[src/hw/sadc_params.svh]
/*
 Register offsets, field positions, reset values and timing counts for the
 SAR converter control block. Assumes an 8-bit register port addressed by
 its special-function addresses.
*/
`ifndef SADC_PARAMS_SVH
`define SADC_PARAMS_SVH

`define SADC_ADDR_CONFIG      8'hbc
`define SADC_ADDR_RESULT      8'hbe
`define SADC_ADDR_UPPER       8'hc4
`define SADC_ADDR_LOWER       8'hc6
`define SADC_ADDR_CONTROL     8'he8

`define SADC_RST_CONFIG       8'hf8
`define SADC_RST_RESULT       8'h00
`define SADC_RST_UPPER        8'hff
`define SADC_RST_LOWER        8'h00
`define SADC_RST_CONTROL      8'h00

`define SADC_CFG_DIV_MSB      7
`define SADC_CFG_DIV_LSB      3
`define SADC_CFG_GAIN_MSB     1
`define SADC_CFG_GAIN_LSB     0

`define SADC_CTL_ENABLE       7
`define SADC_CTL_TRACK        6
`define SADC_CTL_DONE         5
`define SADC_CTL_BUSY         4
`define SADC_CTL_SRC_MSB      3
`define SADC_CTL_SRC_LSB      1
`define SADC_CTL_WINDOW       0

`define SADC_CONV_CLOCKS      4'd8
`define SADC_TRACK_CLOCKS     4'd3
`define SADC_SAR_MAX_KHZ      7500
`define SADC_SYS_KHZ          100000

`endif

[src/hw/sadc_pkg.sv]
/*
 Types shared by the SAR converter control block.
 Assumes the parameter header is included by the modules that use numbers.
*/
package sadc_pkg;
   typedef enum logic [2:0] {
      SADC_SRC_SOFT  = 3'h0,
      SADC_SRC_TMR3  = 3'h1,
      SADC_SRC_EXT   = 3'h2,
      SADC_SRC_TMR2  = 3'h3
   } sadc_src_type;

   typedef enum logic [1:0] {
      SADC_GAIN_HALF,
      SADC_GAIN_ONE,
      SADC_GAIN_TWO,
      SADC_GAIN_FOUR
   } sadc_gain_type;

   typedef enum {
      SADC_IDLE,
      SADC_TRACK,
      SADC_CONVERT
   } sadc_state_type;
endpackage

[src/hw/sadc_clkdiv.sv]
/*
 SAR clock divider: emits a one-cycle enable every (divide + 1) system clocks.
 Assumes the divide value may change at any time; a new value is taken at the next reload.
*/
`timescale 1ns/100ps
module sadc_clkdiv #(
   parameter int DIV_WIDTH = 5
) (
   // Clock and reset
   input  wire logic                 ref_clk_i,
   input  wire logic                 srst_i,
   // Control
   input  wire logic                 run_i,
   input  wire logic [DIV_WIDTH-1:0] divide_i,
   // Enable out
   output logic                      tick_o
);
   initial begin
      if (DIV_WIDTH < 1) $error("DIV_WIDTH must be at least 1");
   end

   logic [DIV_WIDTH-1:0] count_q;

   // Counting down from the field value yields field+1 clocks per tick
   always_ff @(posedge ref_clk_i) begin
      if (srst_i || !run_i) begin
         count_q <= '0;
         tick_o  <= 1'b0;
      end else if (count_q == '0) begin
         count_q <= divide_i;
         tick_o  <= 1'b1;
      end else begin
         count_q <= count_q - 1'b1;
         tick_o  <= 1'b0;
      end
   end

   tick_period_a: assert property (@(posedge ref_clk_i) disable iff (srst_i)
      (tick_o && run_i && $stable(divide_i) && divide_i == '0) ##1 run_i |-> tick_o)
      else $error("Tick missing with divide of zero");
   // A nonzero divide must leave at least one quiet clock after each tick
   tick_gap_a: assert property (@(posedge ref_clk_i) disable iff (srst_i)
      tick_o && run_i && divide_i != '0 && $stable(divide_i) |=> !tick_o)
      else $error("Ticks closer than the divide value allows");
endmodule

[src/hw/sadc_top.sv]
/*
 Control logic of an 8-bit SAR converter: configuration, start selection,
 tracking modes, busy and done flags, result register and window compare.
 Assumes an 8-bit register port, timer overflows as one-cycle pulses, and
 a converter core that returns its result when told the conversion ended.
*/
`timescale 1ns/100ps
`include "sadc_params.svh"
module sadc_top
   import sadc_pkg::*;
#(
   parameter int DATA_WIDTH = 8,
   parameter int DIV_WIDTH  = 5
) (
   // Clock and reset
   input  wire logic                  ref_clk_i,
   input  wire logic                  srst_i,
   // Register port
   input  wire logic [7:0]            reg_addr_i,
   input  wire logic                  reg_wr_i,
   input  wire logic                  reg_rd_i,
   input  wire logic [7:0]            reg_wdata_i,
   output logic      [7:0]            reg_rdata_o,
   // Start sources and differential select
   input  wire logic                  timer3_ovf_i,
   input  wire logic                  timer2_ovf_i,
   input  wire logic                  external_start_input_i,
   input  wire logic                  companion_converter_busy_i,
   input  wire logic                  differential_i,
   // Analog core side
   input  wire logic [DATA_WIDTH-1:0] core_result_i,
   output logic                       core_power_o,
   output logic                       core_track_o,
   output logic                       core_convert_o,
   output logic                       core_result_load_o,
   output logic                       sar_clock_o,
   output logic      [1:0]            pga_gain_select_o,
   output logic      [2:0]            pga_gain_log2_plus1_o
);
   initial begin
      if (DATA_WIDTH != 8) $error("Only 8-bit data is served");
      if (DIV_WIDTH != 5) $error("Divider field is 5 bits");
   end

   logic [7:0]            config_q;
   logic [DATA_WIDTH-1:0] result_q;
   logic [DATA_WIDTH-1:0] upper_q;
   logic [DATA_WIDTH-1:0] lower_q;
   logic                  enable_q;
   logic                  track_mode_q;
   logic                  done_q;
   logic [2:0]            src_q;
   logic                  window_q;
   sadc_state_type        state_q;
   logic [3:0]            count_q;
   logic                  ext_q;
   logic                  done_pulse_q;
   logic                  sar_tick;
   logic                  wr_cfg;
   logic                  wr_res;
   logic                  wr_up;
   logic                  wr_lo;
   logic                  wr_ctl;
   logic                  trigger;
   logic                  ext_rise;
   logic                  busy;
   logic                  win_hit;

   assign wr_cfg = reg_wr_i && reg_addr_i == `SADC_ADDR_CONFIG;
   assign wr_res = reg_wr_i && reg_addr_i == `SADC_ADDR_RESULT;
   assign wr_up  = reg_wr_i && reg_addr_i == `SADC_ADDR_UPPER;
   assign wr_lo  = reg_wr_i && reg_addr_i == `SADC_ADDR_LOWER;
   assign wr_ctl = reg_wr_i && reg_addr_i == `SADC_ADDR_CONTROL;

   sadc_clkdiv #(
      .DIV_WIDTH (DIV_WIDTH)
   ) u_div (
      .ref_clk_i (ref_clk_i),
      .srst_i    (srst_i),
      .run_i     (enable_q),
      .divide_i  (config_q[`SADC_CFG_DIV_MSB:`SADC_CFG_DIV_LSB]),
      .tick_o    (sar_tick)
   );

   always_ff @(posedge ref_clk_i) begin
      if (srst_i) begin
         config_q <= `SADC_RST_CONFIG;
      end else if (wr_cfg) begin
         config_q <= reg_wdata_i & 8'hfb;
      end
   end

   always_ff @(posedge ref_clk_i) begin
      if (srst_i) begin
         upper_q <= `SADC_RST_UPPER;
         lower_q <= `SADC_RST_LOWER;
      end else begin
         if (wr_up) begin
            upper_q <= reg_wdata_i;
         end
         if (wr_lo) begin
            lower_q <= reg_wdata_i;
         end
      end
   end

   always_ff @(posedge ref_clk_i) begin
      if (srst_i) begin
         enable_q     <= 1'b0;
         track_mode_q <= 1'b0;
         src_q        <= 3'h0;
      end else if (wr_ctl) begin
         enable_q     <= reg_wdata_i[`SADC_CTL_ENABLE];
         track_mode_q <= reg_wdata_i[`SADC_CTL_TRACK];
         src_q        <= reg_wdata_i[`SADC_CTL_SRC_MSB:`SADC_CTL_SRC_LSB];
      end
   end

   // External start is taken as synchronous; one register for edge detect
   always_ff @(posedge ref_clk_i) begin
      if (srst_i) begin
         ext_q <= 1'b1;
      end else begin
         ext_q <= external_start_input_i;
      end
   end
   assign ext_rise = external_start_input_i && !ext_q;

   // Trigger select by source field
   always_comb begin
      trigger = 1'b0;
      if (src_q[2]) begin
         trigger = companion_converter_busy_i;
      end else begin
         case (sadc_src_type'(src_q))
            SADC_SRC_SOFT: trigger = wr_ctl && reg_wdata_i[`SADC_CTL_BUSY];
            SADC_SRC_TMR3: trigger = timer3_ovf_i;
            SADC_SRC_EXT:  trigger = ext_rise;
            SADC_SRC_TMR2: trigger = timer2_ovf_i;
            default:       trigger = 1'b0;
         endcase
      end
   end

   // Sequencer; triggers while busy are ignored, disabling aborts
   always_ff @(posedge ref_clk_i) begin
      if (srst_i) begin
         state_q      <= SADC_IDLE;
         count_q      <= 4'd0;
         done_pulse_q <= 1'b0;
      end else begin
         done_pulse_q <= 1'b0;
         case (state_q)
            SADC_IDLE: begin
               count_q <= 4'd0;
               if (enable_q && trigger) begin
                  if (track_mode_q && src_q != SADC_SRC_EXT) begin
                     state_q <= SADC_TRACK;
                  end else begin
                     state_q <= SADC_CONVERT;
                  end
               end
            end
            SADC_TRACK: begin
               if (!enable_q) begin
                  state_q <= SADC_IDLE;
               end else if (sar_tick) begin
                  if (count_q == `SADC_TRACK_CLOCKS - 4'd1) begin
                     count_q <= 4'd0;
                     state_q <= SADC_CONVERT;
                  end else begin
                     count_q <= count_q + 4'd1;
                  end
               end
            end
            SADC_CONVERT: begin
               if (!enable_q) begin
                  state_q <= SADC_IDLE;
               end else if (sar_tick) begin
                  if (count_q == `SADC_CONV_CLOCKS - 4'd1) begin
                     count_q      <= 4'd0;
                     state_q      <= SADC_IDLE;
                     done_pulse_q <= 1'b1;
                  end else begin
                     count_q <= count_q + 4'd1;
                  end
               end
            end
            default: state_q <= SADC_IDLE;
         endcase
      end
   end

   // Busy covers the low-power tracking period as part of the conversion
   assign busy = state_q != SADC_IDLE;

   // Tick count over one whole conversion, kept apart from the sequencer count
   logic [3:0] busy_ticks_q;
   always_ff @(posedge ref_clk_i) begin
      if (srst_i || state_q == SADC_IDLE) begin
         busy_ticks_q <= 4'd0;
      end else if (sar_tick) begin
         busy_ticks_q <= busy_ticks_q + 4'd1;
      end
   end

   always_ff @(posedge ref_clk_i) begin
      if (srst_i) begin
         result_q <= `SADC_RST_RESULT;
      end else if (done_pulse_q) begin
         result_q <= core_result_i;
      end else if (wr_res) begin
         result_q <= reg_wdata_i;
      end
   end

   // Window compare on the fresh core result, same cycle as result load
   always_comb begin
      logic signed [8:0] r;
      logic signed [8:0] u;
      logic signed [8:0] l;
      r = {differential_i & core_result_i[7], core_result_i};
      u = {differential_i & upper_q[7], upper_q};
      l = {differential_i & lower_q[7], lower_q};
      if (u < l) begin
         win_hit = (r > u) && (r < l);
      end else begin
         win_hit = (r < l) || (r > u);
      end
   end

   // Hardware set wins over a software clear in the same cycle
   always_ff @(posedge ref_clk_i) begin
      if (srst_i) begin
         done_q   <= 1'b0;
         window_q <= 1'b0;
      end else begin
         if (done_pulse_q) begin
            done_q <= 1'b1;
         end else if (wr_ctl && !reg_wdata_i[`SADC_CTL_DONE]) begin
            done_q <= 1'b0;
         end
         if (done_pulse_q && win_hit) begin
            window_q <= 1'b1;
         end else if (wr_ctl && !reg_wdata_i[`SADC_CTL_WINDOW]) begin
            window_q <= 1'b0;
         end
      end
   end

   always_ff @(posedge ref_clk_i) begin
      if (srst_i) begin
         reg_rdata_o <= 8'h00;
      end else if (reg_rd_i) begin
         case (reg_addr_i)
            `SADC_ADDR_CONFIG:  reg_rdata_o <= config_q;
            `SADC_ADDR_RESULT:  reg_rdata_o <= result_q;
            `SADC_ADDR_UPPER:   reg_rdata_o <= upper_q;
            `SADC_ADDR_LOWER:   reg_rdata_o <= lower_q;
            `SADC_ADDR_CONTROL: reg_rdata_o <= {enable_q, track_mode_q, done_q, busy, src_q, window_q};
            default:            reg_rdata_o <= 8'h00;
         endcase
      end
   end

   always_comb begin
      case (sadc_gain_type'(config_q[`SADC_CFG_GAIN_MSB:`SADC_CFG_GAIN_LSB]))
         SADC_GAIN_HALF: pga_gain_log2_plus1_o = 3'h0;
         SADC_GAIN_ONE:  pga_gain_log2_plus1_o = 3'h1;
         SADC_GAIN_TWO:  pga_gain_log2_plus1_o = 3'h2;
         SADC_GAIN_FOUR: pga_gain_log2_plus1_o = 3'h3;
         default:        pga_gain_log2_plus1_o = 3'h1;
      endcase
   end

   assign pga_gain_select_o  = config_q[`SADC_CFG_GAIN_MSB:`SADC_CFG_GAIN_LSB];
   assign core_power_o       = enable_q;
   // Gated by enable so the core never sees convert in the cycle power drops
   assign core_convert_o     = enable_q && state_q == SADC_CONVERT;
   // Normal mode tracks whenever idle; low power tracks in the track phase or, with the external source, while idle and the pin is low
   assign core_track_o       = enable_q && (track_mode_q ?
                               (state_q == SADC_TRACK ||
                                (state_q == SADC_IDLE && src_q == SADC_SRC_EXT && !external_start_input_i)) :
                               state_q != SADC_CONVERT);
   assign core_result_load_o = done_pulse_q;
   assign sar_clock_o        = sar_tick;

   done_on_fall_a: assert property (@(posedge ref_clk_i) disable iff (srst_i)
      $fell(busy) && enable_q |-> ##1 done_q)
      else $error("Done flag not set after busy fell");
   done_sticky_a: assert property (@(posedge ref_clk_i) disable iff (srst_i)
      done_q && !(wr_ctl && !reg_wdata_i[`SADC_CTL_DONE]) |=> done_q)
      else $error("Done flag cleared without software");
   done_clear_a: assert property (@(posedge ref_clk_i) disable iff (srst_i)
      !done_pulse_q && wr_ctl && !reg_wdata_i[`SADC_CTL_DONE] |=> !done_q)
      else $error("Done flag not cleared by a write of zero");
   soft_start_a: assert property (@(posedge ref_clk_i) disable iff (srst_i)
      state_q == SADC_IDLE && enable_q && wr_ctl && reg_wdata_i[`SADC_CTL_BUSY] && src_q == 3'h0 |=> busy)
      else $error("Busy write did not start conversion");
   no_start_off_a: assert property (@(posedge ref_clk_i) disable iff (srst_i)
      state_q == SADC_IDLE && !enable_q |=> !busy)
      else $error("Conversion started while disabled");
   disable_abort_a: assert property (@(posedge ref_clk_i) disable iff (srst_i)
      !enable_q |=> state_q == SADC_IDLE && !done_pulse_q)
      else $error("Disabled converter kept running");
   ext_start_a: assert property (@(posedge ref_clk_i) disable iff (srst_i)
      state_q == SADC_IDLE && enable_q && src_q == SADC_SRC_EXT && ext_rise |=> state_q == SADC_CONVERT)
      else $error("External rising edge did not start conversion");
   track_len_a: assert property (@(posedge ref_clk_i) disable iff (srst_i)
      state_q == SADC_TRACK && enable_q && !(sar_tick && count_q == `SADC_TRACK_CLOCKS - 4'd1)
      |=> state_q == SADC_TRACK)
      else $error("Low power tracking ended early");
   conv_len_a: assert property (@(posedge ref_clk_i) disable iff (srst_i)
      state_q == SADC_CONVERT && sar_tick && count_q < `SADC_CONV_CLOCKS - 4'd1
      |=> state_q == SADC_CONVERT || !enable_q)
      else $error("Conversion shorter than eight SAR clocks");
   tick_total_a: assert property (@(posedge ref_clk_i) disable iff (srst_i)
      done_pulse_q |-> busy_ticks_q == ((track_mode_q && src_q != SADC_SRC_EXT) ?
         `SADC_CONV_CLOCKS + `SADC_TRACK_CLOCKS : `SADC_CONV_CLOCKS))
      else $error("Conversion took the wrong number of SAR clocks");
   result_hold_a: assert property (@(posedge ref_clk_i) disable iff (srst_i)
      !done_pulse_q && !wr_res |=> $stable(result_q))
      else $error("Result changed without a completion");
   result_load_a: assert property (@(posedge ref_clk_i) disable iff (srst_i)
      done_pulse_q |=> result_q == $past(core_result_i))
      else $error("Result not loaded at completion");
   window_set_a: assert property (@(posedge ref_clk_i) disable iff (srst_i)
      done_pulse_q && win_hit |=> window_q)
      else $error("Window flag not set on a match");
   normal_track_a: assert property (@(posedge ref_clk_i) disable iff (srst_i)
      enable_q && !track_mode_q && state_q != SADC_CONVERT |-> core_track_o)
      else $error("Normal mode not tracking while idle");
endmodule
[config.mk]
export PLATFORM = sky130hd
export DESIGN_NAME = sadc_top
export DESIGN_NICKNAME = d
export VERILOG_FILES = /design/src/hw/sadc_pkg.sv /design/src/hw/sadc_clkdiv.sv /design/src/hw/sadc_top.sv
export VERILOG_INCLUDE_DIRS = /design/src /design/src/hw
export SDC_FILE = /design/constraint.sdc
export NUM_CORES = 1
export LEC_CHECK = 0
export BUFFER_PORTS_ARGS = -buffer_cell sky130_fd_sc_hd__buf_2
export CAP_MARGIN = 20
export CORE_ASPECT_RATIO = 2
export CORE_UTILIZATION = 52
export CTS_CLUSTER_SIZE = 16
export DETAILED_ROUTE_END_ITERATION = 16
export GPL_ROUTABILITY_DRIVEN = 0
export PLACE_DENSITY = 0.85
export SLEW_MARGIN = 20
export SYNTH_ARGS = -nofsm -noshare
export SYNTH_HDL_FRONTEND = slang
export SYNTH_SLANG_ARGS = --single-unit
[constraint.sdc]
create_clock -name ref_clk_i -period 2.1 [get_ports ref_clk_i]
set_input_delay 0.105 -clock ref_clk_i [delete_from_list [all_inputs] [get_ports ref_clk_i]]
set_output_delay 0.105 -clock ref_clk_i [all_outputs]
set_load 0.01 [all_outputs]
# [After elaboration in Yosys (flattened, before gate mapping)]
# Index checks and enable logic that the tools add are counted.
# W data, S select, Z words.
[classes] n_addsub=2 n_mul=0 div_mod_pow=0 order_cmp=3 n_eq_ne=28 shifts=0 muxes=31 bitwise_logic=6 n_reduce_logical=38
[op_table] cell="$mux W32" count=7
[op_table] cell="$pmux W32 S3" count=1
[op_table] cell="$eq A32 B2 Y1 const B" count=2
[op_table] cell="$logic_not A32 Y1" count=2
[op_table] cell="$eq A8 B8 Y1 const B" count=5
[op_table] cell="$pmux W8 S5" count=1
[op_table] cell="$eq A32 B1 Y1 const B" count=1
[op_table] cell="$eq A32 B3 Y1 const B" count=1
[op_table] cell="$ne A32 B3 Y1 const B" count=1
[op_table] cell="$reduce_bool A32 Y1" count=1
[op_table] cell="$mux W4" count=6
[op_table] cell="$lt A9 B9 Y1" count=2
[op_table] cell="$logic_and A1 B1 Y1" count=17
[op_table] cell="$mux W8" count=2
[op_table] cell="$pmux W3 S4" count=1
[op_table] cell="$pmux W4 S3" count=1
[op_table] cell="$reduce_and A5 Y1" count=2
[op_table] cell="$gt A9 B9 Y1" count=1
[op_table] cell="$mux W1" count=9
[op_table] cell="$ne A3 B2 Y1 const B" count=3
[op_table] cell="$eq A3 B2 Y1 const B" count=2
[op_table] cell="$ne A2 B2 Y1 const B" count=3
[op_table] cell="$ne A3 B3 Y1 const B" count=2
[op_table] cell="$reduce_bool A2 Y1" count=3
[op_table] cell="other kinds (20)" count=32
[totals] reg_bits=90 latchBits=0 mem_bits_rw=0 romBits=0 in_bits=33 out_inout_bits=18 elab_cells=124 memories=0

# [Longest topological paths before layout]
# Gate-level depths: netlist (run 1).
[depth] depth_word=8 depth_mapped=8 depth_no_buf=8

# [Modules after synthesis]
# From an unflattened synthesis (run 1), not the netlist that was laid out.
[hier_totals] hier_cells=426 hier_area_um2=3493.4
[by_module_without_submodules] module="sadc_top" n_inst=1 cells_per_inst=398 area_per_inst_um2=3235.6 seq_area_each_um2=1081.0
[by_module_without_submodules] module="sadc_clkdiv" n_inst=1 cells_per_inst=28 area_per_inst_um2=257.7 seq_area_each_um2=120.1

# [Worst setup path after synthesis (run 1)]
# No wires, ideal clock.
[synth_path] path_type="flip-flop to flip-flop" startpoint="register state_q[0]" endpoint="register count_q[3]" setup_time_ns=0.070 t_arrival_ns=2.032 t_required_ns=2.030 path_slack_ns=-0.002 stages_incl_launch_ff=8 path_buffers=0 period_less_slack_ns=2.102 cell_sequence="dfxtp_1 -> inv_1 -> ha_1 -> inv_1 -> a31oi_1 -> or4b_2 -> or3_1 -> a21oi_1"
[synth_via] elab_chain_cells=3 elab_cells_between_ends=10 classes_between="6 x eq/ne; 1 x mux; 3 x reduce/logical"
[synth_rtl] item="start: declaration" line_no="sadc_top.sv:54" source="sadc_state_type state_q;"
[synth_rtl] item="start signal: assignment" line_no="sadc_top.sv:148" source="state_q <= SADC_IDLE;"
[synth_rtl] item="start signal: assignment" line_no="sadc_top.sv:158" source="state_q <= SADC_TRACK;"
[synth_rtl] item="start signal: assignment" line_no="sadc_top.sv:160" source="state_q <= SADC_CONVERT;"
[synth_rtl] item="$eq A32 B1 Y1, or another cell as far along" line_no="sadc_top.sv:153" source="case (state_q)"
[synth_rtl] item="$ne A2 B1 Y1 (no source line), or another cell as far along"
[synth_rtl] item="$reduce_and A5 Y1 (no source line)"
[synth_rtl] item="end signal: assignment" line_no="sadc_top.sv:172" source="count_q <= count_q + 4'd1;"
[synth_rtl] item="end signal: assignment" line_no="sadc_top.sv:185" source="count_q <= count_q + 4'd1;"
[synth_rtl] item="end: declaration" line_no="sadc_top.sv:55" source="logic [3:0] count_q;"
# Several ways; a longest one is shown, not always the timed one.
# A chain may end at the register's enable or synchronous reset.

# [Worst setup path after layout (run 1)]
# Same ends and word-level chain as after synthesis.

==> run summary, run 1 <==
Final hold slack -> 0.01656 ns
Clock Power Share -> 49.7%
Root buffer cell -> clkbuf_16
Hold Crit Depth -> 2
Maximum vdd drop -> 393.6 µV
Fin. Hold Viols -> 0
Area post-placement -> 3824 µm²
Most common flop cell mapped by yosys -> dfxtp_1
Post-synthesis compound-gate area fraction -> 23.40%
Max_slew headroom -> 65.78%
Syn nets -> 491
Pin count of the biggest net entering global routing -> 29
# rows -> 41
Worst EP required -> 2.36 ns
Util after Layout -> 64.46%
Synth Area in XOR/XNOR -> 1.514%
Core Box Area -> 6361 µm²
Yosys cell types -> 53
Pre-CTS WS -> 0.07354 ns
WP data arrival -> 2.26 ns
Routed Antenna Nets -> 0
Worst-path maximum fanout -> 6
Startpoint Class -> flop
Beginning of the critical path -> state_q[0]
Cells after synthesis -> 430
Vias per cell -> 6.105
Final period util -> 95.17%
Mux contribution to synthesized area -> 2.668%
Worst Setup Path Type -> flop to flop
Number of global-route vias before repair -> 3269
Largest area contributor in the netlist -> dfxtp_1
Initial antenna violation count -> 0
Main combinational cell family by area after synthesis -> compound AO/OA/AOI/OAI gates
CTS tree -> done
Switching pwr -> 0.5957 mW
Warnings from Yosys -> 0
Gr usage total -> 30.26%
Syn-to-layout area delta -> 18.13%
Final setup fails -> 0
Final #Nets -> 540
Drt drc -> 0
Synthesized area -> 3471 µm²
Seq pwr share -> 43.3%
Share of layout cells above drive strength 1 -> 19.05%
Max-Cap Viols -> 0
Reg-to-reg endpoint -> count_q[3]
HPWL after DPL -> 7.511 mm
Vias -> 3474
Die Area -> 7025 µm²
Worst R2R Start -> state_q[0]
DR pass1 iterations -> 7
CTS Buffer Depth -> 2
Power per Cell Area -> 650.4 nW/µm²
Max-slew violations -> 0
Post-synth EDFFs -> 0
Die height -> 117.5 µm
Skew final -> 0.004815 ns
Cts hold-fix bufs -> 0
Setup Total Neg Slack -> 0 ns
Switching portion of total power -> 22.34%
CTS sink count -> 60
Status -> complete, no violations
Ports -> 51
Fmax -> 500.4 MHz
Port bufs -> 49
Synth top area cells -> dfxtp_1 35%, ha_1 10%, nor2_1 5.5%
Crit path time final -> 1.999 ns
CTS HTree Levels -> 3
Clk slew on worst S/H paths -> 0.05 ns
Number of diodes -> 0
Fin area -> 4100 µm²
Setup slack after layout -> 0.1015 ns
Leakage -> 1.722 nW
Mean Syn Cell Area -> 8.072 µm²
Initial DRC count -> 174
Asr flop ratio synth -> 0%
HP Class -> input port to flop
First-pass GRT wire length -> 15.61 mm
DIE WIDTH -> 59.77 µm
RSZ-0062 raised after global routing -> false
Gr ovfl total -> 0
CTS Buf Count -> 9
Initial Util -> 54.56%
Seq cells post-synth -> 60
Avg WL per Cell -> 17.51 µm
Crit path capture type -> flop
Worst Reg-to-Reg Cells -> 7
CP endpoint -> count_q[3]
Clock Latency Late Sink -> 0.32 ns
Synthesized-area fraction occupied by adder cells -> 10.09%
Total Wirelength -> 9.962 mm
Post-Synth Simple-Gate Area -> 20.69%
R2R setup slack -> 0.10 ns
Post-synth top area share -> 34.61%
Logic pwr share -> 6.9%
Tightest Pin Transition -> 0.5133 ns
Sequential share of the synthesized area -> 34.61%
Int Power -> 2.071 mW
## cells by family after synthesis
logic type                 Yosys count
AOI/OAI and AO/OA                  120
xor gates and xnor gates             6
adders and majority gates           28
buffers and inverters               60
DFF                                 60
muxes                                9
other                                1
and+or+nand+nor                    146
## metal layers
| layer | share of wire [%] | GRT usage [%] |
|---|---|---|
| met1 | 34 | 29.17 |
| met2 | 52 | 51.67 |
| met4 | 8.6 | 25.58 |
| met5 | 0 | 0 |
| met3 | 5.6 | 5.604 |
## registers in the layout, summed over array words and instances, names as in the netlist
signal              cells
core_result_load_o      1
config_q                7
core_power_o            1
u_div.count_q           5
window_q                1
src_q                   3
state_q                 2
ext_q                   1
upper_q                 8
u_div.tick_o            1
count_q                 4
reg_rdata_o             8
result_q                8
done_q                  1
lower_q                 8
track_mode_q            1
## synth_stat cells, drive strengths merged (7+ instances only)
cell type / number
dfxtp: 60
clkbuf: 20
nand2b: 8
a22o: 7
nand2: 30
a211o: 15
nor3: 11
inv: 35
a211oi: 17
o21ai: 18
mux2i: 7
nor2: 51
nand3: 17
ha: 28
a21oi: 36
## cell usage in the layout (no fill, tap or decap), types with 6 or more instances in the layout
master	instances
dfxtp_1	59
nor2_1	51
buf_2	49
inv_1	35
a21oi_1	35
nand2_1	30
ha_1	26
o21ai_0	17
nand3_1	17
a211oi_1	17
a211o_1	15
buf_4	14
nor3_1	11
clkbuf_16	9
nand2b_1	8
a22o_1	7
mux2i_1	7
a22oi_1	6
## critical path: stages, from the launching register on
cell and delay [ns]:
dfxtp_1 0.33, inv_1 0.09, ha_2 0.23, o211a_1 0.16, a31oi_1 0.05, or4b_4 0.58
or3_1 0.36, a21oi_1 0.14
## worst min path at each step
stage,startpoint,end,slack [ns]
after floorplan,external_start_input_i,ext_q,0.21
after global placement,external_start_input_i,ext_q,0.33
after detailed placement,external_start_input_i,ext_q,0.34
after CTS,external_start_input_i,ext_q,0.008
after global routing,external_start_input_i,ext_q,0.01
final,external_start_input_i,ext_q,0.02
## power by group through the flow
stage | logic [mW] | clock network [mW] | registers [mW]
3_5_place_dp | 0.181 | 0 | 1.18
4_1_cts | 0.181 | 1.33 | 1.16
6_report | 0.185 | 1.33 | 1.16
2_1_floorplan | 0.0881 | 0 | 1.18
3_3_place_gp | 0.176 | 0 | 1.18
5_1_grt | 0.202 | 1.39 | 1.16
## final cells by class
class	count	area (µm²)
Fill cell	568	2261
Multi-Input combinational cell	310	2038
Sequential cell	60	1202
Timing Repair Buffer	63	350.3
Clock buffer	13	260.3
Inverter	35	131.4
Tap cell	86	107.6
Clock inverter	2	10.01
## what timing repair did
item,in CTS,in global routing
buffers inserted,0,0
setup endpoints to repair,0,2
resized for setup,0,4
## per-stage QoR
step	total power, mW	instances
5_1_grt	2.746	569
3_3_place_gp	1.354	554
2_1_floorplan	1.269	430
3_5_place_dp	1.359	554
4_1_cts	2.672	569
6_report	2.667	569
Note: power is estimated with default switching activity, not from simulation.
==> inputs of run 2 (changes only) <==
Settings changed: BUFFER_PORTS_ARGS -buffer_cell sky130_fd_sc_hd__buf_2 to -buffer_cell sky130_fd_sc_hd__buf_4.
==> run 2 against run 1 <==
  * Core utilization up 2.3 points
  * Sequential power hardly changed
  * Register-to-register slack hardly changed
  * Clock-buffer cell count grew 1
  * Combinational power is 10% higher
  * Cell count unchanged
  * Via count up 1.1%
  * Global-route usage rose by 0.77 points
  * Sequential cell count stayed put
  * Design area is 3.5% higher
  * Setup slack hardly changed
  * Largest power group unchanged
==> run summary, run 2 (synthesized netlist as in run 1, its figures left out) <==
Status -> complete, no violations (unchanged)
Pin count of the biggest net entering global routing -> 56 (was 29)
Power per Cell Area -> 651.8 nW/µm² (was 650.4 nW/µm²)
Area post-placement -> 3931 µm² (was 3824 µm²)
CTS Buffer Depth -> 2 (unchanged)
HP Class -> input port to flop (unchanged)
Port bufs -> 49 (unchanged)
Beginning of the critical path -> state_q[0] (unchanged)
Crit path capture type -> flop (unchanged)
Cell count along the critical path -> 7 (unchanged)
First-pass GRT wire length -> 16.20 mm (was 15.61 mm)
DR pass1 iterations -> 5 (was 7)
Crit path time final -> 1.999 ns (about the same)
Clk slew on worst S/H paths -> 0.05 ns (about the same)
Placed Cells -> 552 (was 554)
Tightest Pin Transition -> 0.5808 ns (was 0.5133 ns)
Fin. Hold Viols -> 0 (unchanged)
CP cell instances -> inv_1 -> ha_2 -> inv_1 -> a31oi_1 -> or4b_4 -> or3_1 -> a21oi_1 (was inv_1 -> ha_2 -> o211a_1 -> a31oi_1 -> or4b_4 -> or3_1 -> a21oi_1)
WP buf/inv -> 2 (was 1)
Final Non-Filler Cells -> 569 (unchanged)
Worst R2R Start -> state_q[0] (unchanged)
Avg WL per Cell -> 17.90 µm (was 17.51 µm)
Max-Cap Viols -> 0 (unchanged)
Die height -> 117.5 µm (unchanged)
Worst-path maximum fanout -> 6 (unchanged)
Final hold slack -> 0.05379 ns (was 0.01656 ns)
Vias per cell -> 6.172 (was 6.105)
Setup Total Neg Slack -> 0 ns (unchanged)
Max_slew headroom -> 60.87% (was 65.78%)
Initial DRC count -> 240 (was 174)
Worst Setup Path Type -> flop to flop (unchanged)
Worst EP required -> 2.36 ns (about the same)
Syn-to-layout area delta -> 22.28% (was 18.13%)
CP most frequent cell -> inv_1
Delay-heaviest family, CP -> simple AND/OR/NAND/NOR gates (unchanged)
CP endpoint -> count_q[3] (unchanged)
Final setup fails -> 0 (unchanged)
Share of layout cells above drive strength 1 -> 19.05% (unchanged)
RSZ-0062 raised after global routing -> false (unchanged)
Pre-CTS WS -> 0.04006 ns (was 0.07354 ns)
Vias -> 3512 (was 3474)
Maximum vdd drop -> 379.4 µV (was 393.6 µV)
Startpoint Class -> flop (unchanged)
CTS sink count -> 60 (unchanged)
CTS HTree Levels -> 3 (unchanged)
Routed Antenna Nets -> 0 (unchanged)
Worst Reg-to-Reg Cells -> 7 (unchanged)
Initial Util -> 54.56% (unchanged)
HPWL after DPL -> 7.565 mm (was 7.511 mm)
Final #Nets -> 540 (unchanged)
Hold Crit Depth -> 3 (was 2)
WP data arrival -> 2.26 ns (about the same)
CP max stage cell -> or4b_4 (unchanged)
R2R setup slack -> 0.10 ns (about the same)
Number of global-route vias before repair -> 3415 (was 3269)
CTS tree -> done (unchanged)
Most common cell after layout, fill and taps aside -> buf_4 (was dfxtp_1)
Fillers -> 547 (was 568)
Core Box Area -> 6361 µm² (unchanged)
Number of diodes -> 0 (unchanged)
Setup slack after layout -> 0.1011 ns (was 0.1015 ns)
Root buffer cell -> clkbuf_16 (unchanged)
CP peak stage delay -> 0.55 ns (was 0.58 ns)
Fin area -> 4244 µm² (was 4100 µm²)
CTS Buf Count -> 9 (unchanged)
Drt drc -> 0 (unchanged)
Fmax -> 500.3 MHz (was 500.4 MHz)
Gr usage total -> 31.03% (was 30.26%)
Initial antenna violation count -> 0 (unchanged)
Ports -> 51 (unchanged)
Reg-to-reg endpoint -> count_q[3] (unchanged)
Footprint of the multi-input gates -> 2038 µm² (unchanged)
DIE WIDTH -> 59.77 µm (unchanged)
Skew final -> 0.003965 ns (was 0.004815 ns)
Most frequent cells in the layout -> 62 x buf_4, 59 x dfxtp_1, 51 x nor2_1, 35 x inv_1, 35 x a21oi_1 (was 59 x dfxtp_1, 51 x nor2_1, 49 x buf_2, 35 x inv_1, 35 x a21oi_1)
Pwr Total -> 2.766 mW (was 2.667 mW)
Final period util -> 95.19% (was 95.17%)
# rows -> 41 (unchanged)
Util after Layout -> 66.72% (was 64.46%)
Leakage -> 1.757 nW (was 1.722 nW)
Die Area -> 7025 µm² (unchanged)
Gr ovfl total -> 0 (unchanged)
Total Wirelength -> 10.18 mm (was 9.962 mm)
Clock Latency Late Sink -> 0.33 ns (was 0.32 ns)
FF+latch area -> 1202 µm² (unchanged)
Max-slew violations -> 0 (unchanged)
[run 2: report_power, final]
part           internal, mW  leakage [nW]  switching (mW)
sequential             1.15         0.486         0.00560
clock                 0.917         0.145           0.489
combinational        0.0893          1.13           0.114
[run 2: repair_timing]
item	4_1_cts	5_1_grt
endpoints found under the hold margin	1	0
hold buffers	1	0
gates resized for setup	0	3
endpoints found under the setup margin	0	1
setup buffers	0	1
[run 2: tightest hold or removal path, stage by stage]
cell,delay (ns)
buf_4,0.12
nand2_1,0.06
a21oi_1,0.05
[run 2: how the worst min path moves through the flow]
| stage | startpoint | to |
|---|---|---|
| final | core_result_i[4] | result_q[4] |
| after global routing | reg_wdata_i[7] | lower_q[7] |
| after CTS | core_result_i[4] | result_q[4] |
| after detailed placement | external_start_input_i | ext_q |
| after global placement | external_start_input_i | ext_q |
| after floorplan | external_start_input_i | ext_q |
[run 2: routing by layer]
metal,up-vias,part of all wire (%),GRT usage (%)
met5,-,0,0
met4,0,7.6,24.71
met3,57,6.6,9.341
met2,169,51,50.56
met1,1651,34,30.79
li1,1635,-,-
[run 2: layout make-up]
cell class	count	share of cell area (%)
clock buffers	14	6.692
clock inverters	1	0.1179
inverters	35	3.096
multi-input cells	310	48.02
flip-flops and latches	60	28.33
well taps	86	2.535
repair buffers	63	11.20
==> inputs of run 3 (changes only) <==
Settings changed: CELL_PAD_IN_SITES_DETAIL_PLACEMENT set to 1, CELL_PAD_IN_SITES_GLOBAL_PLACEMENT set to 1, CORE_UTILIZATION 52 to 38, GPL_ROUTABILITY_DRIVEN 0 to not set, PLACE_DENSITY 0.85 to 0.84.
Clock period 2.1 ns to 1.6 ns, I/O delays scaled along.
==> run 3 against run 2 <==
  * The flow now finishes with violations (setup timing)
  * Core utilization shrank 11 points
  * Via count grew 7.2%
  * Non-clock buffer count grew 55
  * Highest routed layer unchanged
==> run summary, run 3 (synthesized netlist as in run 1, its figures left out) <==
Status -> finished, violations left (was complete, no violations)
Failing checks -> setup timing
R2R setup slack -> -0.32 ns (was 0.10 ns)
Maximum vdd drop -> 502.7 µV (was 379.4 µV)
Startpoint Class -> flop (unchanged)
Pin count of the biggest net entering global routing -> 30 (was 56)
Ports -> 51 (unchanged)
Initial DRC count -> 114 (was 240)
Power per Cell Area -> 735.4 nW/µm² (was 651.8 nW/µm²)
Skew final -> 0.007458 ns (was 0.003965 ns)
Worst Setup Path Type -> flop to flop (unchanged)
# rows -> 49 (was 41)
Root buffer cell -> clkbuf_16 (unchanged)
CTS Buffer Depth -> 2 (unchanged)
Total Wirelength -> 14.14 mm (was 10.18 mm)
Clock Power Share -> 49.8% (was 50.9%)
Gr ovfl total -> 0 (unchanged)
HP Class -> input port to flop (unchanged)
Max-slew violations -> 0 (unchanged)
Number of diodes -> 0 (unchanged)
Avg WL per Cell -> 22.06 µm (was 17.90 µm)
Initial antenna violation count -> 0 (unchanged)
CTS HTree Levels -> 3 (unchanged)
Fin. Hold Viols -> 0 (unchanged)
Number of global-route vias before repair -> 4112 (was 3415)
Initial Util -> 38.78% (was 54.56%)
Port bufs -> 49 (unchanged)
Seq pwr share -> 41.5% (was 41.8%)
Util after Layout -> 55.34% (was 66.72%)
Fmax -> 520.8 MHz (was 500.3 MHz)
HPWL after DPL -> 9.814 mm (was 7.565 mm)
Worst Reg-to-Reg Cells -> 8 (was 7)
Worst R2R Start -> count_q[1] (was state_q[0])
RSZ-0062 raised after global routing -> true (was false)
Clk slew on worst S/H paths -> 0.06 ns (was 0.05 ns)
First-pass GRT wire length -> 20.80 mm (was 16.20 mm)
Final period util -> 120.0% (was 95.19%)
Area post-placement -> 4383 µm² (was 3931 µm²)
Switching pwr -> 0.9211 mW (was 0.6094 mW)
CTS sink count -> 60 (unchanged)
Reg-to-reg endpoint -> count_q[0] (was count_q[3])
Worst EP required -> 1.81 ns (was 2.36 ns)
HP Start -> reg_wdata_i[2] (was core_result_i[4])
WP data arrival -> 2.13 ns (was 2.26 ns)
Final setup fails -> 8 (was 0)
DR pass1 iterations -> 8 (was 5)
Share of layout cells above drive strength 1 -> 35.81% (was 19.05%)
Drt drc -> 0 (unchanged)
Vias per cell -> 5.874 (was 6.172)
Max-Cap Viols -> 0 (unchanged)
Clock Latency Late Sink -> 0.34 ns (was 0.33 ns)
Gr usage total -> 28.69% (was 31.03%)
DIE WIDTH -> 69.58 µm (was 59.77 µm)
Placed Cells -> 618 (was 552)
Syn-to-layout area delta -> 42.72% (was 22.28%)
Crit path capture type -> flop (unchanged)
Most frequent cells in the layout -> 113 x buf_4, 50 x dfxtp_1, 47 x nor2_1, 30 x inv_1, 30 x a21oi_1 (was 62 x buf_4, 59 x dfxtp_1, 51 x nor2_1, 35 x inv_1, 35 x a21oi_1)
Final Non-Filler Cells -> 641 (was 569)
Int Power -> 2.722 mW (was 2.157 mW)
Pre-CTS WS -> -0.3999 ns (was 0.04006 ns)
Worst-path maximum fanout -> 4 (was 6)
Hold Crit Depth -> 3 (unchanged)
Logic pwr share -> 8.6% (was 7.4%)
Vias -> 3765 (was 3512)
Setup slack after layout -> -0.3203 ns (was 0.1011 ns)
CTS Buf Count -> 9 (unchanged)
Routed Antenna Nets -> 0 (unchanged)
Worst hold endpoint -> src_q[1] (was result_q[4])
Die height -> 137.2 µm (was 117.5 µm)
Switching portion of total power -> 25.28% (was 22.03%)
Placer congestion estimate -> 0.8835
Crit path time final -> 1.920 ns (was 1.999 ns)
Die Area -> 9543 µm² (was 7025 µm²)
Final #Nets -> 595 (was 540)
Fin area -> 4954 µm² (was 4244 µm²)
Core Box Area -> 8951 µm² (was 6361 µm²)
CTS tree -> done (unchanged)
Leakage -> 2.059 nW (was 1.757 nW)
Most common cell after layout, fill and taps aside -> buf_4 (unchanged)
==> run 3: cell count changes in the layout (fill, tap and decap cells not counted), moves of 5 or more <==
cell / change
dfxtp_2: +6
o21ai_0: -5
ha_1: -7
ha_4: +7
a21oi_2: +5
buf_4: +51
inv_1: -5
a21oi_1: -5
dfxtp_1: -9
==> run 3: power groups by stage <==
| stage | Combinational, mW | Sequential, mW | Clock, mW |
|---|---|---|---|
| finish | 0.315 | 1.51 | 1.82 |
| global route | 0.334 | 1.51 | 1.89 |
| CTS | 0.300 | 1.51 | 1.81 |
| detailed placement | 0.291 | 1.55 | 0 |
| global placement | 0.278 | 1.55 | 0 |
| floorplan | 0.117 | 1.55 | 0 |
==> run 3: how the worst max path moves through the flow <==
| stage | cells after the start | slack (ns) | from | to |
|---|---|---|---|---|
| 6_report | 8 | -0.32 | count_q[1] | count_q[0] |
| 5_1_grt | 8 | -0.38 | count_q[1] | count_q[0] |
| 4_1_cts | 7 | -0.26 | state_q[0] | count_q[3] |
| 3_5_place_dp | 8 | -0.40 | reg_addr_i[4] | reg_rdata_o[4] |
| 3_3_place_gp | 7 | -0.32 | reg_addr_i[1] | state_q[0] |
| 2_1_floorplan | 7 | -0.22 | reg_addr_i[1] | state_q[0] |
==> run 3: layer usage <==
metal	part of all wire, %	up-vias	track usage (%)
li1	-	1731	-
met1	32	1830	24.77
met4	9.1	0	23.81
met2	56	129	56.26
met3	2.8	75	4.345
met5	0	-	0
==> run 3: through the flow <==
step	TNS (ns)	total power, mW	hold slack (ns)
2_1_floorplan	-0.5374	1.667	0.1838
3_3_place_gp	-5.600	1.826	0.2886
3_5_place_dp	-10.39	1.840	0.2935
4_1_cts	-1.638	3.626	0.04033
5_1_grt	-2.516	3.738	0.04493
6_report	-1.980	3.643	0.03064
==> run 3: cell type report <==
class                      count  area, µm²
clock inverter                 6      40.04
fill                        1045       3998
tap                          102      127.6
inverter                      35      138.9
timing repair buffer         118      903.4
multi-input combinational    310       2283
clock buffer                  10      239.0
sequential                    60       1221
==> run 3: what timing repair did <==
action,4_1_cts,5_1_grt
setup endpoints to repair,30,19
hold buffers,1,0
hold endpoints to repair,1,0
setup buffers,2,4
resized for setup,30,24
pin swaps,10,10
==> run 3: critical path: stages, from the launching register on <==
cell     delay [ns]
dfxtp_2        0.36
ha_2           0.19
or3b_2         0.47
a21oi_2        0.21
or4b_4         0.18
buf_4          0.14
nor2_2         0.05
a21oi_1        0.13
nor2_1         0.07
